**src/include/pcs_pkg.sv**
```systemverilog
// Package for the pulse-count switch controller.
// Assumes a 100 MHz core clock; no software-visible registers.
package pcs_pkg;
  localparam int    CLK_FREQ_MHZ     = 100;
  localparam int    CHANNELS_SMALL   = 3;
  localparam int    CHANNELS_LARGE   = 6;
  localparam int    OFF_TIMEOUT_US   = 500;
  localparam int    LATCH_TIMEOUT_US = 500;
  // Cycle counts are exact: microseconds times MHz
  localparam int    OFF_TIMEOUT_CYC   = OFF_TIMEOUT_US * CLK_FREQ_MHZ;
  localparam int    LATCH_TIMEOUT_CYC = LATCH_TIMEOUT_US * CLK_FREQ_MHZ;
  localparam int    TIMER_W          = 20;
  localparam logic [5:0] COUNT_RESET = 6'h00;
  localparam logic [5:0] SWITCH_ALL_OFF = 6'h00;

  typedef enum logic [1:0] {
    PCS_OFF,
    PCS_COUNTING,
    PCS_LATCHED
  } pcs_state_e;

  typedef struct packed {
    logic       enabled;
    logic [5:0] pattern;
  } pcs_status_s;
endpackage

```
**src/pcs_switch_ctrl.sv**
```systemverilog
// Pulse-count switch controller: counts rising edges on the control
// line, latches a switch pattern after a high timeout, shuts down after
// a low timeout. Assumes the control line is asynchronous to core_clk.
// Contract
// - Rising edges on the control line are counted and set the switches.
// - Host holds the line high after the last pulse; device then latches.
// - The first rising edge enables the device with all switches on.
// - Edges at up to 1 MHz are counted correctly.
// - Each on channel grounds its load; small variant 3, large 6.
// - Counted data latches only after the line stays high for the timeout.
// - After 500 us low the device disables and opens every switch.
// - The three-channel counter wraps after eight edges.
// - The six-channel variant decodes sixty-four switch states.
`timescale 1ns/1ps
module pcs_switch_ctrl #(
  parameter int LARGE_VARIANT     = 1,
  parameter int OFF_TIMEOUT_CYC   = pcs_pkg::OFF_TIMEOUT_CYC,
  parameter int LATCH_TIMEOUT_CYC = pcs_pkg::LATCH_TIMEOUT_CYC
) (
  // Clock, reset, enable
  input  wire logic          core_clk,
  input  wire logic          reset_n,
  input  wire logic          clkEn,
  // Control line from host pin
  input  wire logic          ctrlLine,
  // Switch gates, bit 0 is channel one
  output logic [5:0]         switchOn,
  output pcs_pkg::pcs_status_s status
);
  logic rstMeta;
  logic rstSyncN;
  logic lineMeta;
  logic lineSync;
  logic lineLast;
  logic riseEdge;
  logic offDone;
  logic latDone;
  logic latchLevel;
  logic latchFire;
  logic wakeEdge;
  logic [5:0] edgeCount;
  logic [5:0] countMask;
  logic [5:0] next_pattern;
  logic [5:0] latchedCount;
  pcs_pkg::pcs_state_e state;

  // Reset release through two flops
  always_ff @(posedge core_clk or negedge reset_n) begin
    if (!reset_n) begin
      rstMeta  <= 1'b0;
      rstSyncN <= 1'b0;
    end else begin
      rstMeta  <= 1'b1;
      rstSyncN <= rstMeta;
    end
  end

  // Pin synchroniser; 10 ns sampling resolves 1 MHz pulses
  always_ff @(posedge core_clk or negedge rstSyncN) begin
    if (!rstSyncN) begin
      lineMeta <= 1'b0;
      lineSync <= 1'b0;
      lineLast <= 1'b0;
    end else if (clkEn) begin
      lineMeta <= ctrlLine;
      lineSync <= lineMeta;
      lineLast <= lineSync;
    end
  end

  assign riseEdge = lineSync & ~lineLast;
  assign wakeEdge = riseEdge & (state == pcs_pkg::PCS_OFF);

  // High time only counts while pulses are being taken
  assign latchLevel = lineSync & (state == pcs_pkg::PCS_COUNTING);
  // Off timeout wins over a latch in the same cycle
  assign latchFire  = latDone & ~offDone &
                      (state == pcs_pkg::PCS_COUNTING);

  pcs_timer #(
    .LIMIT (OFF_TIMEOUT_CYC)
  ) offTimer (
    .core_clk (core_clk),
    .rstSyncN (rstSyncN),
    .clkEn    (clkEn),
    .level    (~lineSync),
    .done     (offDone)
  );

  pcs_timer #(
    .LIMIT (LATCH_TIMEOUT_CYC)
  ) latchTimer (
    .core_clk (core_clk),
    .rstSyncN (rstSyncN),
    .clkEn    (clkEn),
    .level    (latchLevel),
    .done     (latDone)
  );

  // Small variant keeps three count bits
  assign countMask = (LARGE_VARIANT != 0) ? 6'h3f : 6'h07;

  // Edge counter holds count-1; wraps naturally in the masked width
  always_ff @(posedge core_clk or negedge rstSyncN) begin
    if (!rstSyncN) begin
      edgeCount <= pcs_pkg::COUNT_RESET;
    end else if (clkEn) begin
      if (offDone) begin
        edgeCount <= pcs_pkg::COUNT_RESET;
      end else if (riseEdge) begin
        if (wakeEdge) begin
          edgeCount <= pcs_pkg::COUNT_RESET;
        end else begin
          edgeCount <= (edgeCount + 6'h01) & countMask;
        end
      end
    end
  end

  always_ff @(posedge core_clk or negedge rstSyncN) begin
    if (!rstSyncN) begin
      state <= pcs_pkg::PCS_OFF;
    end else if (clkEn) begin
      unique case (state)
        pcs_pkg::PCS_OFF: begin
          if (wakeEdge) begin
            state <= pcs_pkg::PCS_COUNTING;
          end
        end
        pcs_pkg::PCS_COUNTING: begin
          if (offDone) begin
            state <= pcs_pkg::PCS_OFF;
          end else if (latchFire) begin
            state <= pcs_pkg::PCS_LATCHED;
          end
        end
        pcs_pkg::PCS_LATCHED: begin
          if (offDone) begin
            state <= pcs_pkg::PCS_OFF;
          end else if (riseEdge) begin
            state <= pcs_pkg::PCS_COUNTING;
          end
        end
      endcase
    end
  end

  // Count captured once the high timeout expires; shutdown forgets it
  // so the next wake-up starts with every switch on
  always_ff @(posedge core_clk or negedge rstSyncN) begin
    if (!rstSyncN) begin
      latchedCount <= pcs_pkg::COUNT_RESET;
    end else if (clkEn) begin
      if (offDone) begin
        latchedCount <= pcs_pkg::COUNT_RESET;
      end else if (latchFire) begin
        latchedCount <= edgeCount;
      end
    end
  end

  // Decode: set bit in count-1 opens that channel
  for (genvar k = 0; k < pcs_pkg::CHANNELS_LARGE; k++) begin : g_chan
    if (k < pcs_pkg::CHANNELS_SMALL || LARGE_VARIANT != 0) begin : g_used
      assign next_pattern[k] = ~latchedCount[k];
    end else begin : g_unused
      assign next_pattern[k] = 1'b0;
    end
  end

  // All on while counting after enable; pattern once latched
  always_ff @(posedge core_clk or negedge rstSyncN) begin
    if (!rstSyncN) begin
      switchOn <= pcs_pkg::SWITCH_ALL_OFF;
    end else if (clkEn) begin
      unique case (state)
        pcs_pkg::PCS_OFF: begin
          switchOn <= pcs_pkg::SWITCH_ALL_OFF;
        end
        pcs_pkg::PCS_COUNTING: begin
          if (latchedCount == pcs_pkg::COUNT_RESET) begin
            switchOn <= countMask;
          end
        end
        pcs_pkg::PCS_LATCHED: begin
          switchOn <= next_pattern;
        end
      endcase
    end
  end

  // Status mirrors state and decoded pattern
  always_ff @(posedge core_clk or negedge rstSyncN) begin
    if (!rstSyncN) begin
      status <= '0;
    end else if (clkEn) begin
      status.enabled <= (state != pcs_pkg::PCS_OFF);
      status.pattern <= next_pattern;
    end
  end
endmodule

```
**src/pcs_timer.sv**
```systemverilog
// Timeout counter: raises done after the input level held for LIMIT cycles.
// Assumes a synchronous, already-filtered level input.
`timescale 1ns/1ps
module pcs_timer #(
  parameter int LIMIT = 50000
) (
  // Clock and reset
  input  wire logic core_clk,
  input  wire logic rstSyncN,
  input  wire logic clkEn,
  // Level to time
  input  wire logic level,
  output logic      done
);
  logic [pcs_pkg::TIMER_W-1:0] count;

  always_ff @(posedge core_clk or negedge rstSyncN) begin
    if (!rstSyncN) begin
      count <= '0;
      done  <= 1'b0;
    end else if (clkEn) begin
      if (!level) begin
        count <= '0;
        done  <= 1'b0;
      end else if (count >= pcs_pkg::TIMER_W'(LIMIT - 1)) begin
        done <= 1'b1;
      end else begin
        count <= count + 1'b1;
      end
    end
  end
endmodule
```
**config.mk**
```make
export PLATFORM = sky130hd
export DESIGN_NAME = pcs_switch_ctrl
export DESIGN_NICKNAME = d
export VERILOG_FILES = /design/src/include/pcs_pkg.sv /design/src/pcs_switch_ctrl.sv /design/src/pcs_timer.sv
export SDC_FILE = /design/constraint.sdc
export NUM_CORES = 1
export LEC_CHECK = 0
export ABC_AREA = 1
export ABC_CLOCK_PERIOD_IN_PS = 2800
export BUFFER_PORTS_ARGS = -buffer_cell sky130_fd_sc_hd__buf_2
export CORE_ASPECT_RATIO = 0.75
export CORE_MARGIN = 8
export CORE_UTILIZATION = 64
export CTS_BUF_LIST = sky130_fd_sc_hd__clkbuf_4 sky130_fd_sc_hd__clkbuf_8
export CTS_CLUSTER_SIZE = 8
export DETAILED_ROUTE_END_ITERATION = 8
export GPL_ROUTABILITY_DRIVEN = 0
export PLACE_DENSITY = 0.82
export SETUP_SLACK_MARGIN = 0.05
export SKIP_CTS_REPAIR_TIMING = 1
export SYNTH_ARGS = -nofsm -noshare
export SYNTH_HDL_FRONTEND = slang
export SYNTH_SLANG_ARGS = --single-unit
```
**constraint.sdc**
```tcl
create_clock -name core_clk -period 2.8 [get_ports core_clk]
set_input_delay 0.56 -clock core_clk [delete_from_list [all_inputs] [get_ports core_clk]]
set_output_delay 0.56 -clock core_clk [all_outputs]
set_load 0.1 [all_outputs]
```
# ---- Word level (Yosys, flattened, before mapping)
# Index checks and enable logic that the tools add are counted.
dict set report op_classes {
  n_addsub 3
  n_lt_le_gt_ge 2
  eq_ne 9
  muxes 21
  bitwise_logic 13
  reduce_logical 14
}
# op count
set ops {}
lappend ops {{20-bit 2-to-1 mux} 4}
lappend ops {{20-bit by 1-bit adder with 20-bit output (second input constant)} 2}
lappend ops {{20-bit by 16-bit >= comparator with 1-bit output (second input constant)} 2}
lappend ops {{6-bit 2-to-1 mux} 6}
lappend ops {{6-bit case mux with 3 select lines} 1}
lappend ops {{2-bit AND reduction} 7}
lappend ops {{2-bit 2-to-1 mux} 5}
lappend ops {{2-bit != test (second input constant)} 4}
lappend ops {{1-bit NOT} 8}
lappend ops {{2-bit nonzero test} 4}
lappend ops {{6-bit by 1-bit adder with 6-bit output (second input constant)} 1}
lappend ops {{6-bit zero test} 1}
lappend ops {{3-bit by 2-bit != test with 1-bit output (second input constant)} 2}
lappend ops {{2-bit case mux with 3 select lines} 1}
lappend ops {{1-bit AND} 5}
lappend ops {{1-bit 2-to-1 mux} 4}
lappend ops {{4-bit AND reduction} 1}
lappend ops {{2-bit by 1-bit == test with 1-bit output (second input constant)} 1}
lappend ops {{2-bit == test (second input constant)} 1}
lappend ops {{2-bit zero test} 1}
lappend ops {{2-bit by 1-bit != test with 1-bit output (second input constant)} 1}
dict set report word_totals {
  regBits 74
  inputBits 4
  output_inout_bits 13
}

# ---- Depth between registers and ports, before layout
# Gate-level depths: netlist (run 1).
dict set report depth {
  ltp_word 6
  ltp_mapped 12
  mapped_depth_nobuf 11
}

# ---- Cells and area by module
# A second synthesis (run 1) with hierarchy kept.
dict set report unflattened {
  hier_cells 583
  hier_area_um2 4275.4
}
# module n_inst cells_each area_per_inst_um2 seq_area_each_um2
set modules_own_cells {}
lappend modules_own_cells {pcs_timer 2 203 1390.1 525.5}
lappend modules_own_cells {pcs_switch_ctrl 1 177 1495.2 800.8}

# ---- Worst setup path before layout (run 1)
# OpenSTA, ideal clock, no wires.
dict set report synth_path {
  path_kind {reg-to-reg}
  startpoint {register latchTimer.count[0] (netlist bit)}
  endpoint {register latchTimer.count[11] (netlist bit)}
  setup_time_ps 117
  arrival_ps 1414
  required_time_ps 2683
  slack_ps 1268
  path_stages_with_launch 12
  path_buffers 1
  synth_period_minus_slack_ps 1532
  cell_sequence {dfrtp_1 -> ha_1 -> inv_1 -> nor2_4 -> nand3_1 -> nand2_1 -> nand2_2 -> nand2_2 -> nand2_4 -> buf_6 -> nand3_1 -> nand2_1}
}
dict set report synth_via {
  elab_chain_len 3
  word_cells_on_any_way 6
  cone_classes {add/sub (1); order compare (1); eq/ne (1); mux (2); reduce/logical (1)}
}
# element line_no
set synth_lines {}
lappend synth_lines {{start: declaration} pcs_timer.sv:15} ;# logic [pcs_pkg::TIMER_W-1:0] count;
lappend synth_lines {{start signal: assignment} pcs_timer.sv:28} ;# count <= count + 1'b1;
lappend synth_lines {{20-bit by 1-bit adder with 20-bit output or 20-bit by 16-bit >= comparator with 1-bit output (tied branches)} {pcs_timer.sv:28, pcs_timer.sv:25}}
lappend synth_lines {{20-bit 2-to-1 mux or 2-bit != test (tied branches)} -}
lappend synth_lines {{20-bit 2-to-1 mux or 2-bit AND reduction (tied branches)} -}
# Parallel ways exist; a longest one is shown, timed or not. The select of a mux whose other input is x is not followed.
# A chain may end at the register's enable or synchronous reset.

# ---- Worst setup path after layout (run 1)
dict set report layout_path {
  startpoint {register state[1]}
  endpoint {register latchTimer.count[8] (netlist bit)}
}
dict set report layout_via {
  elab_chain_len 4
  word_cells_on_any_way 5
  cone_classes {eq/ne (2); mux (1); bitwise (1); reduce/logical (1)}
}
# element line_no
set layout_lines {}
lappend layout_lines {{start: declaration} pcs_switch_ctrl.sv:45} ;# pcs_pkg::pcs_state_e state;
lappend layout_lines {{start signal: assignment} pcs_switch_ctrl.sv:122} ;# state <= pcs_pkg::PCS_OFF;
lappend layout_lines {{start signal: assignment} pcs_switch_ctrl.sv:127} ;# state <= pcs_pkg::PCS_COUNTING;
lappend layout_lines {{start signal: assignment} pcs_switch_ctrl.sv:132} ;# state <= pcs_pkg::PCS_OFF;
lappend layout_lines {{2-bit by 1-bit == test with 1-bit output (*)} pcs_switch_ctrl.sv:75} ;# assign latchLevel = lineSync & (state == pcs_pkg::PCS_COUNTING);
lappend layout_lines {{1-bit AND (*)} pcs_switch_ctrl.sv:75}
lappend layout_lines {{2-bit != test (no source line)} -}
lappend layout_lines {{2-bit AND reduction (no source line)} -}
# Mark *: on every way between the ends. The rest lies on a longest branch, timed or not.

==> summary.txt, run 1 <==
Run status
  – Status: complete, no violations

Critical path
  – Worst r2r src: state[1]
  – CP bufs+invs: 3
  – Max incr delay on CP: 0.38 ns
  – Worst Setup Start Kind: register
  – Worst-path fanout max: 17
  – Most used cell, CP: inv_2
  – Critical path's top delay family: simple AND/OR/NAND/NOR gates
  – Reg2Reg Setup Slack: 0.87 ns
  – CP cell instances: inv_1 -> ha_1 -> nand2_2 -> inv_2 -> nor2_2 -> inv_2 -> nand3_1 -> nand2_1
  – WS Path Type: register to register
  – Crit path launch: state[1]
  – Worst Path Arrival: 2.18 ns
  – WP data required: 3.04 ns
  – CP Capture Type: register
  – Crit-path slowest cell: dfrtp_1

Routing
  – Iter 0 DRT Violations: 248
  – Routed WL per cell: 13.55 um
  – Detailed-route via count: 3,534
  – Routed Antenna Nets: 0
  – Routed WL: 8821 um
  – Post-route DRC violation count: 0
  – 1st-pass router iterations: 5
  – Drt via density: 5.429

GRT
  – Largest net degree at the start of global routing: 73
  – Global-route wire length before repair: 15,960 um
  – Congestion Overflow GR: 0
  – Number of global-route vias before repair: 3,510
  – Antenna violations before repair: 0
  – GR Util All Layers: 0.2096

Cells and area
  – Most frequent cells in the layout: nand2_1, nor2_1, dfrtp_1
  – Syn-to-layout area delta: 7.811%
  – Design Area, Final: 0.004473 mm2
  – Final nets: 575
  – Most common cell after layout, fill and taps aside: nand2_1
  – Diodes inserted: 0
  – Ratio of cells with drive above 1 in the final layout: 0.1105

Synth
  – Unique masters post-synth: 34
  – Share of the yosys chip area belonging to registers: 0.4463
  – Post-synth ARST share: 1.000
  – Ys flop type: dfrtp_1
  – Post-synth net total: 561
  – Syn. warnings: 0
  – Number of flops mapped to enable cells by yosys: 0
  – Flops & latches, synth: 74
  – Synth Cell Area: 0.004149 mm2
  – Avg Inst Size Synth: 7.530 um2
  – Cells after synthesis: 551

CTS
  – CTS tree: yes
  – Clock root cell: clkbuf_8
  – CTS sink count: 74
  – CTS Buffer Depth: 2
  – TritonCTS Buffers: 9
  – Worst-path clk slew: 0.08 ns
  – Worst-Skew Late Latency: 0.36 ns
  – H-tree depth: 3

Min path
  – HP Start: rstMeta
  – Hold Crit Class: register to register

STA
  – Worst Tran Pin Value: 0.8840 ns
  – Final min period: 1.934 ns
  – Setup TNS: 0 ns
  – Worst slew margin: 0.4107
  – Setup Skew: 0.008522 ns
  – RSZ-0062 raised after global routing: false
  – Max Clock Freq: 516.9 MHz
  – Crit share post-route: 0.6909
  – Final Max Slew Viols: 0
  – Final hold violation count: 0
  – # setup viols final: 0

Floorplan
  – Row Count: 25
  – DIE WIDTH: 109.0 um
  – Die H: 85.73 um
  – Die area: 0.009342 mm2
  – Initial Util: 0.6599
  – I/O pin count: 17
  – Total core area: 0.006287 mm2

Placement
  – Dpl hpwl: 6074 um
  – Port bufs: 16
  – Area after DPL: 0.004253 mm2

Pwr
  – Leakage: 2.170 nW
  – Worst VDD drop: 0.3653 mV
  – Power Dens Cells: 709.6 mW/mm2

Run
  – Total of max-cap violations: 0
[cell type report]
class	instances	area [um2]
multi-input combinational	405	1989
sequential	74	1853
fill	510	1814
inverter	55	206.4
clock buffer	10	137.6
timing repair buffer	20	112.6
tap	81	101.3
clock inverter	6	72.57
[registers in the layout (all words and copies together), names as in the netlist, 2 cells and up]
register and cells:
state 2, status 7, latchTimer.count 20, edgeCount 6, switchOn 6, offTimer.count 20
latchedCount 6
[per-layer routing]
layer / wire length, um / share of wire / global-route usage
met2: 4133 / 0.47 / 0.3277
met4: 81 / 0.0092 / 0.06444
met5: 0 / 0 / 0
met1: 4098 / 0.46 / 0.2765
met3: 508 / 0.058 / 0.05543
[worst register-to-register path: stages, from the launching register on]
cell     delay [ns]
dfrtp_1        0.38
inv_1          0.07
ha_1           0.27
nand2_2        0.32
inv_2          0.11
nor2_2         0.25
inv_2          0.20
nand3_1        0.14
nand2_1        0.07
[through the flow]
| stage | hold slack [ns] | setup slack (ns) | total power, W | instances | util |
|---|---|---|---|---|---|
| 3_3_place_gp | 0.3358 | 0.9699 | 0.002292 | 634 | 0.6764 |
| 6_report | 0.3615 | 0.8656 | 0.003174 | 651 | 0.7114 |
| 3_5_place_dp | 0.3451 | 0.9055 | 0.002319 | 634 | 0.6764 |
| 4_1_cts | -0.04578 | 0.8765 | 0.003196 | 650 | 0.7099 |
| 5_1_grt | 0.3721 | 0.7298 | 0.003360 | 651 | 0.7114 |
| 2_1_floorplan | 0.2644 | 0.5866 | 0.002124 | 551 | - |
[cell families (layout without fill, tap and decap cells)]
| group | after synthesis | in the layout | synth area share |
|---|---|---|---|
| muxes | 1 | 1 | 0.002413 |
| adders and majority gates | 6 | 6 | 0.01809 |
| AOI/OAI and AO/OA | 45 | 45 | 0.05820 |
| buffers and inverters | 72 | 91 | 0.07418 |
| DFF | 74 | 74 | 0.4463 |
| xor gates and xnor gates | 20 | 20 | 0.04222 |
| and+or+nand+nor | 332 | 332 | 0.3577 |
| other | 1 | 1 | 0.0009038 |
[synth_stat cells, drive strengths merged, types with 2 or more instances]
cell / n / area share
nand2: 153 / 0.15
nor2: 83 / 0.080
nand3: 78 / 0.10
dfrtp: 74 / 0.45
inv: 55 / 0.050
o21ai: 27 / 0.033
xor2: 17 / 0.036
a21oi: 13 / 0.016
buf: 11 / 0.019
nand4: 7 / 0.011
clkbuf: 6 / 0.0054
ha: 6 / 0.018
nor3: 6 / 0.0084
o21bai: 3 / 0.0054
xnor2: 3 / 0.0063
nor3b: 2 / 0.0036
[worst paths after layout]
path                                  endpoint  depth (start not counted)
setup / recovery           latchTimer.count[8]                          8
hold / removal                        rstSyncN                          0
setup reg to reg           latchTimer.count[8]                          8
hold reg to reg                       rstSyncN                          0
max in group asynchronous  latchTimer.count[3]                          1
min in group asynchronous          switchOn[4]                          1
[where the power goes]
part	leakage, nW	switching [W]	total, W	internal (W)
sequential	0.985	0.000107	0.00131	0.00120
clock	0.103	0.000430	0.000875	0.000445
combinational	1.08	0.000778	0.000991	0.000213
Note: power is estimated with default switching activity, not from simulation.
==> run 2: changes to the inputs <==
--- a/config.mk
+++ b/config.mk
@@ -6,16 +6,16 @@
 export NUM_CORES = 1
 export LEC_CHECK = 0
 export ABC_AREA = 1
-export ABC_CLOCK_PERIOD_IN_PS = 2800
+export ABC_CLOCK_PERIOD_IN_PS = 1600
 export BUFFER_PORTS_ARGS = -buffer_cell sky130_fd_sc_hd__buf_2
 export CORE_ASPECT_RATIO = 0.75
 export CORE_MARGIN = 8
-export CORE_UTILIZATION = 64
+export CORE_UTILIZATION = 58
 export CTS_BUF_LIST = sky130_fd_sc_hd__clkbuf_4 sky130_fd_sc_hd__clkbuf_8
 export CTS_CLUSTER_SIZE = 8
 export DETAILED_ROUTE_END_ITERATION = 8
 export GPL_ROUTABILITY_DRIVEN = 0
-export PLACE_DENSITY = 0.82
+export PLACE_DENSITY = 0.79
 export SETUP_SLACK_MARGIN = 0.05
 export SKIP_CTS_REPAIR_TIMING = 1
 export SYNTH_ARGS = -nofsm -noshare
==> constraint.sdc (replaced) <==
create_clock -name core_clk -period 1.6 [get_ports core_clk]
set_input_delay 0.32 -clock core_clk [delete_from_list [all_inputs] [get_ports core_clk]]
set_output_delay 0.32 -clock core_clk [all_outputs]
set_load 0.1 [all_outputs]
==> summary.txt, run 2 (synthesis gave the netlist of run 1 again) <==
Placement
  – Area after DPL: 0.004464 mm2 (+5.0%)
  – Dpl hpwl: 6537 um (+7.6%)
  – Placed instance count: 673 (+6.2%)
  – Port bufs: 16 (unchanged)
  – DP Worst Slack: -0.01558 ns (-0.9210 ns)

STA
  – Crit share post-route: 1.048 (+0.3567)
  – Final hold violation count: 0 (unchanged)
  – # setup viols final: 2 (+2)
  – Max Clock Freq: 596.6 MHz (+15%)
  – Final Worst Setup Slack: -0.07609 ns (-0.9417 ns)
  – RSZ-0062 raised after global routing: true
  – Final Max Slew Viols: 0 (unchanged)
  – Setup Skew: 0.01713 ns (+0.008609 ns)
  – Final min period: 1.676 ns (-0.2583 ns)

GRT
  – Largest net degree at the start of global routing: 49 (-33%)
  – Number of global-route vias before repair: 3,486 (-0.68%)
  – GR Util All Layers: 0.1989 (-0.01077)
  – Antenna violations before repair: 0 (unchanged)
  – Global-route wire length before repair: 16,120 um (+1.0%)
  – Congestion Overflow GR: 0 (unchanged)

Pwr
  – Comb pwr share: 0.351 (+0.039)
  – Worst VDD drop: 1.150 mV (+210%)
  – Power Dens Cells: 1178 mW/mm2 (+66%)
  – Psw: 0.002495 W (+90%)
  – Clk pwr share: 0.261 (-0.015)
  – Leakage: 2.394 nW (+10%)
  – Seq pwr share: 0.388 (-0.024)
  – Pint: 0.003454 W (+86%)
  – Net Sw Frac: 0.4195 (+0.005248)

Floorplan
  – Initial Util: 0.6044 (-0.05545)
  – Die area: 0.01014 mm2 (+8.6%)
  – Row Count: 26 (+4.0%)
  – Die H: 89.25 um (+4.1%)
  – Total core area: 0.006864 mm2 (+9.2%)
  – DIE WIDTH: 113.7 um (+4.3%)
  – I/O pin count: 17 (unchanged)

Routing
  – 1st-pass router iterations: 8 (+3)
  – Iter 0 DRT Violations: 393 (+58%)
  – Routed WL: 10,700 um (+21%)
  – Drt via density: 5.591 (+3.0%)
  – Post-route DRC violation count: 0 (unchanged)
  – Routed Antenna Nets: 0 (unchanged)
  – Routed WL per cell: 15.09 um (+11%)
  – Detailed-route via count: 3,964 (+12%)

Critical path
  – Max incr delay on CP: 0.46 ns (+0.08 ns)
  – CP Capture Type: register
  – CP bufs+invs: 0 (-3)
  – Worst-path fanout max: 6 (-11)
  – Most used cell, CP: nand2_1
  – Critical path's top delay family: simple AND/OR/NAND/NOR gates
  – Worst Setup Start Kind: register
  – CP cell instances: nand2_1 -> nor2_1 -> nand2_1 -> o21bai_1 -> nand2_1 -> nor2_1 -> nand3_2 -> nand2_1
  – Crit-path slowest cell: dfrtp_1
  – Worst Path Arrival: 1.99 ns (-0.19 ns)
  – WP data required: 1.91 ns (-1.13 ns)
  – WS Path Type: register to register

CTS
  – H-tree depth: 3 (unchanged)
  – Clock root cell: clkbuf_8
  – Worst-Skew Late Latency: 0.37 ns (about the same)
  – Worst-path clk slew: 0.09 ns (about the same)
  – TritonCTS Buffers: 9 (unchanged)
  – CTS tree: yes
  – CTS sink count: 74 (unchanged)
  – CTS Buffer Depth: 2 (unchanged)

Cells and area
  – Most common cell after layout, fill and taps aside: nand2_1
  – Top Registers: latchTimer.count x20, offTimer.count x20, status x7
  – Fill cell count: 482 (-5.5%)
  – Syn-to-layout area delta: 21.68%
  – Design Area, Final: 0.005049 mm2 (+13%)
  – Filler-free cell count of the finished design: 709 (+8.9%)
  – Diodes inserted: 0 (unchanged)
  – Final core occ: 0.7355 (+0.02407)
  – Ratio of cells with drive above 1 in the final layout: 0.2308 (+0.1202)
  – Final nets: 616 (+7.1%)
  – Most frequent cells in the layout: nand2_1, nor2_1, dfrtp_1

Run status
  – Failing checks: negative setup slack
  – Status: finished, violations left

Min path
  – Hold Crit Class: register to asynchronous set/reset pin

Run
  – Total of max-cap violations: 0 (unchanged)
==> run 2: changes by cell type in the layout (fill, tap and decap cells not counted), sizes merged <==
cell   before  now
nand2     153  155
buf        19   58
==> run 2: area by class of cell <==
class | count | area [um2] | share of cell area
repair buffers | 59 | 437.9 | 0.08674
well taps | 98 | 122.6 | 0.02429
clock buffers | 10 | 137.6 | 0.02726
clock inverters | 6 | 72.57 | 0.01437
flip-flops and latches | 74 | 1857 | 0.3678
multi-input cells | 407 | 2212 | 0.4382
inverters | 55 | 209.0 | 0.04139
==> run 2: worst paths after layout <==
kind,start,endpoint,slack [ns],depth (start not counted)
setup / recovery,latchTimer.count[6],latchTimer.count[15],-0.08,8
hold / removal,rstSyncN,offTimer.count[1],0.19,0
setup reg to reg,latchTimer.count[6],latchTimer.count[15],-0.08,8
hold reg to reg,rstSyncN,offTimer.count[1],0.19,0
max in group asynchronous,rstSyncN,latchTimer.count[7],0.81,1
min in group core_clk,ctrlLine,lineMeta,0.22,3
==> run 2: power by group through the flow <==
stage	Combinational (W)	Sequential (W)	Clock [W]
after floorplan	0.000726	0.00299	0
after CTS	0.00186	0.00229	0.00157
final	0.00209	0.00231	0.00155
after global placement	0.00179	0.00231	0
after detailed placement	0.00184	0.00233	0
after global routing	0.00227	0.00234	0.00164
==> run 2: through the flow <==
| step | setup TNS [ns] | power, W | hold slack [ns] |
|---|---|---|---|
| after floorplan | 0 | 0.003717 | 0.02441 |
| after global placement | 0 | 0.004100 | 0.1086 |
| after detailed placement | -0.09875 | 0.004161 | 0.1076 |
| after CTS | -0.03242 | 0.005720 | -0.2820 |
| after global routing | -0.2113 | 0.006239 | 0.2018 |
| final | -0.08415 | 0.005949 | 0.1908 |
==> run 2: metal layers <==
metal | vias up | wire length, um | global-route usage
li1 | 1869 | - | -
met1 | 1811 | 4549 | 0.2535
met2 | 230 | 4858 | 0.3208
met3 | 54 | 930 | 0.04926
met4 | 0 | 357 | 0.07952
met5 | - | 0 | 0
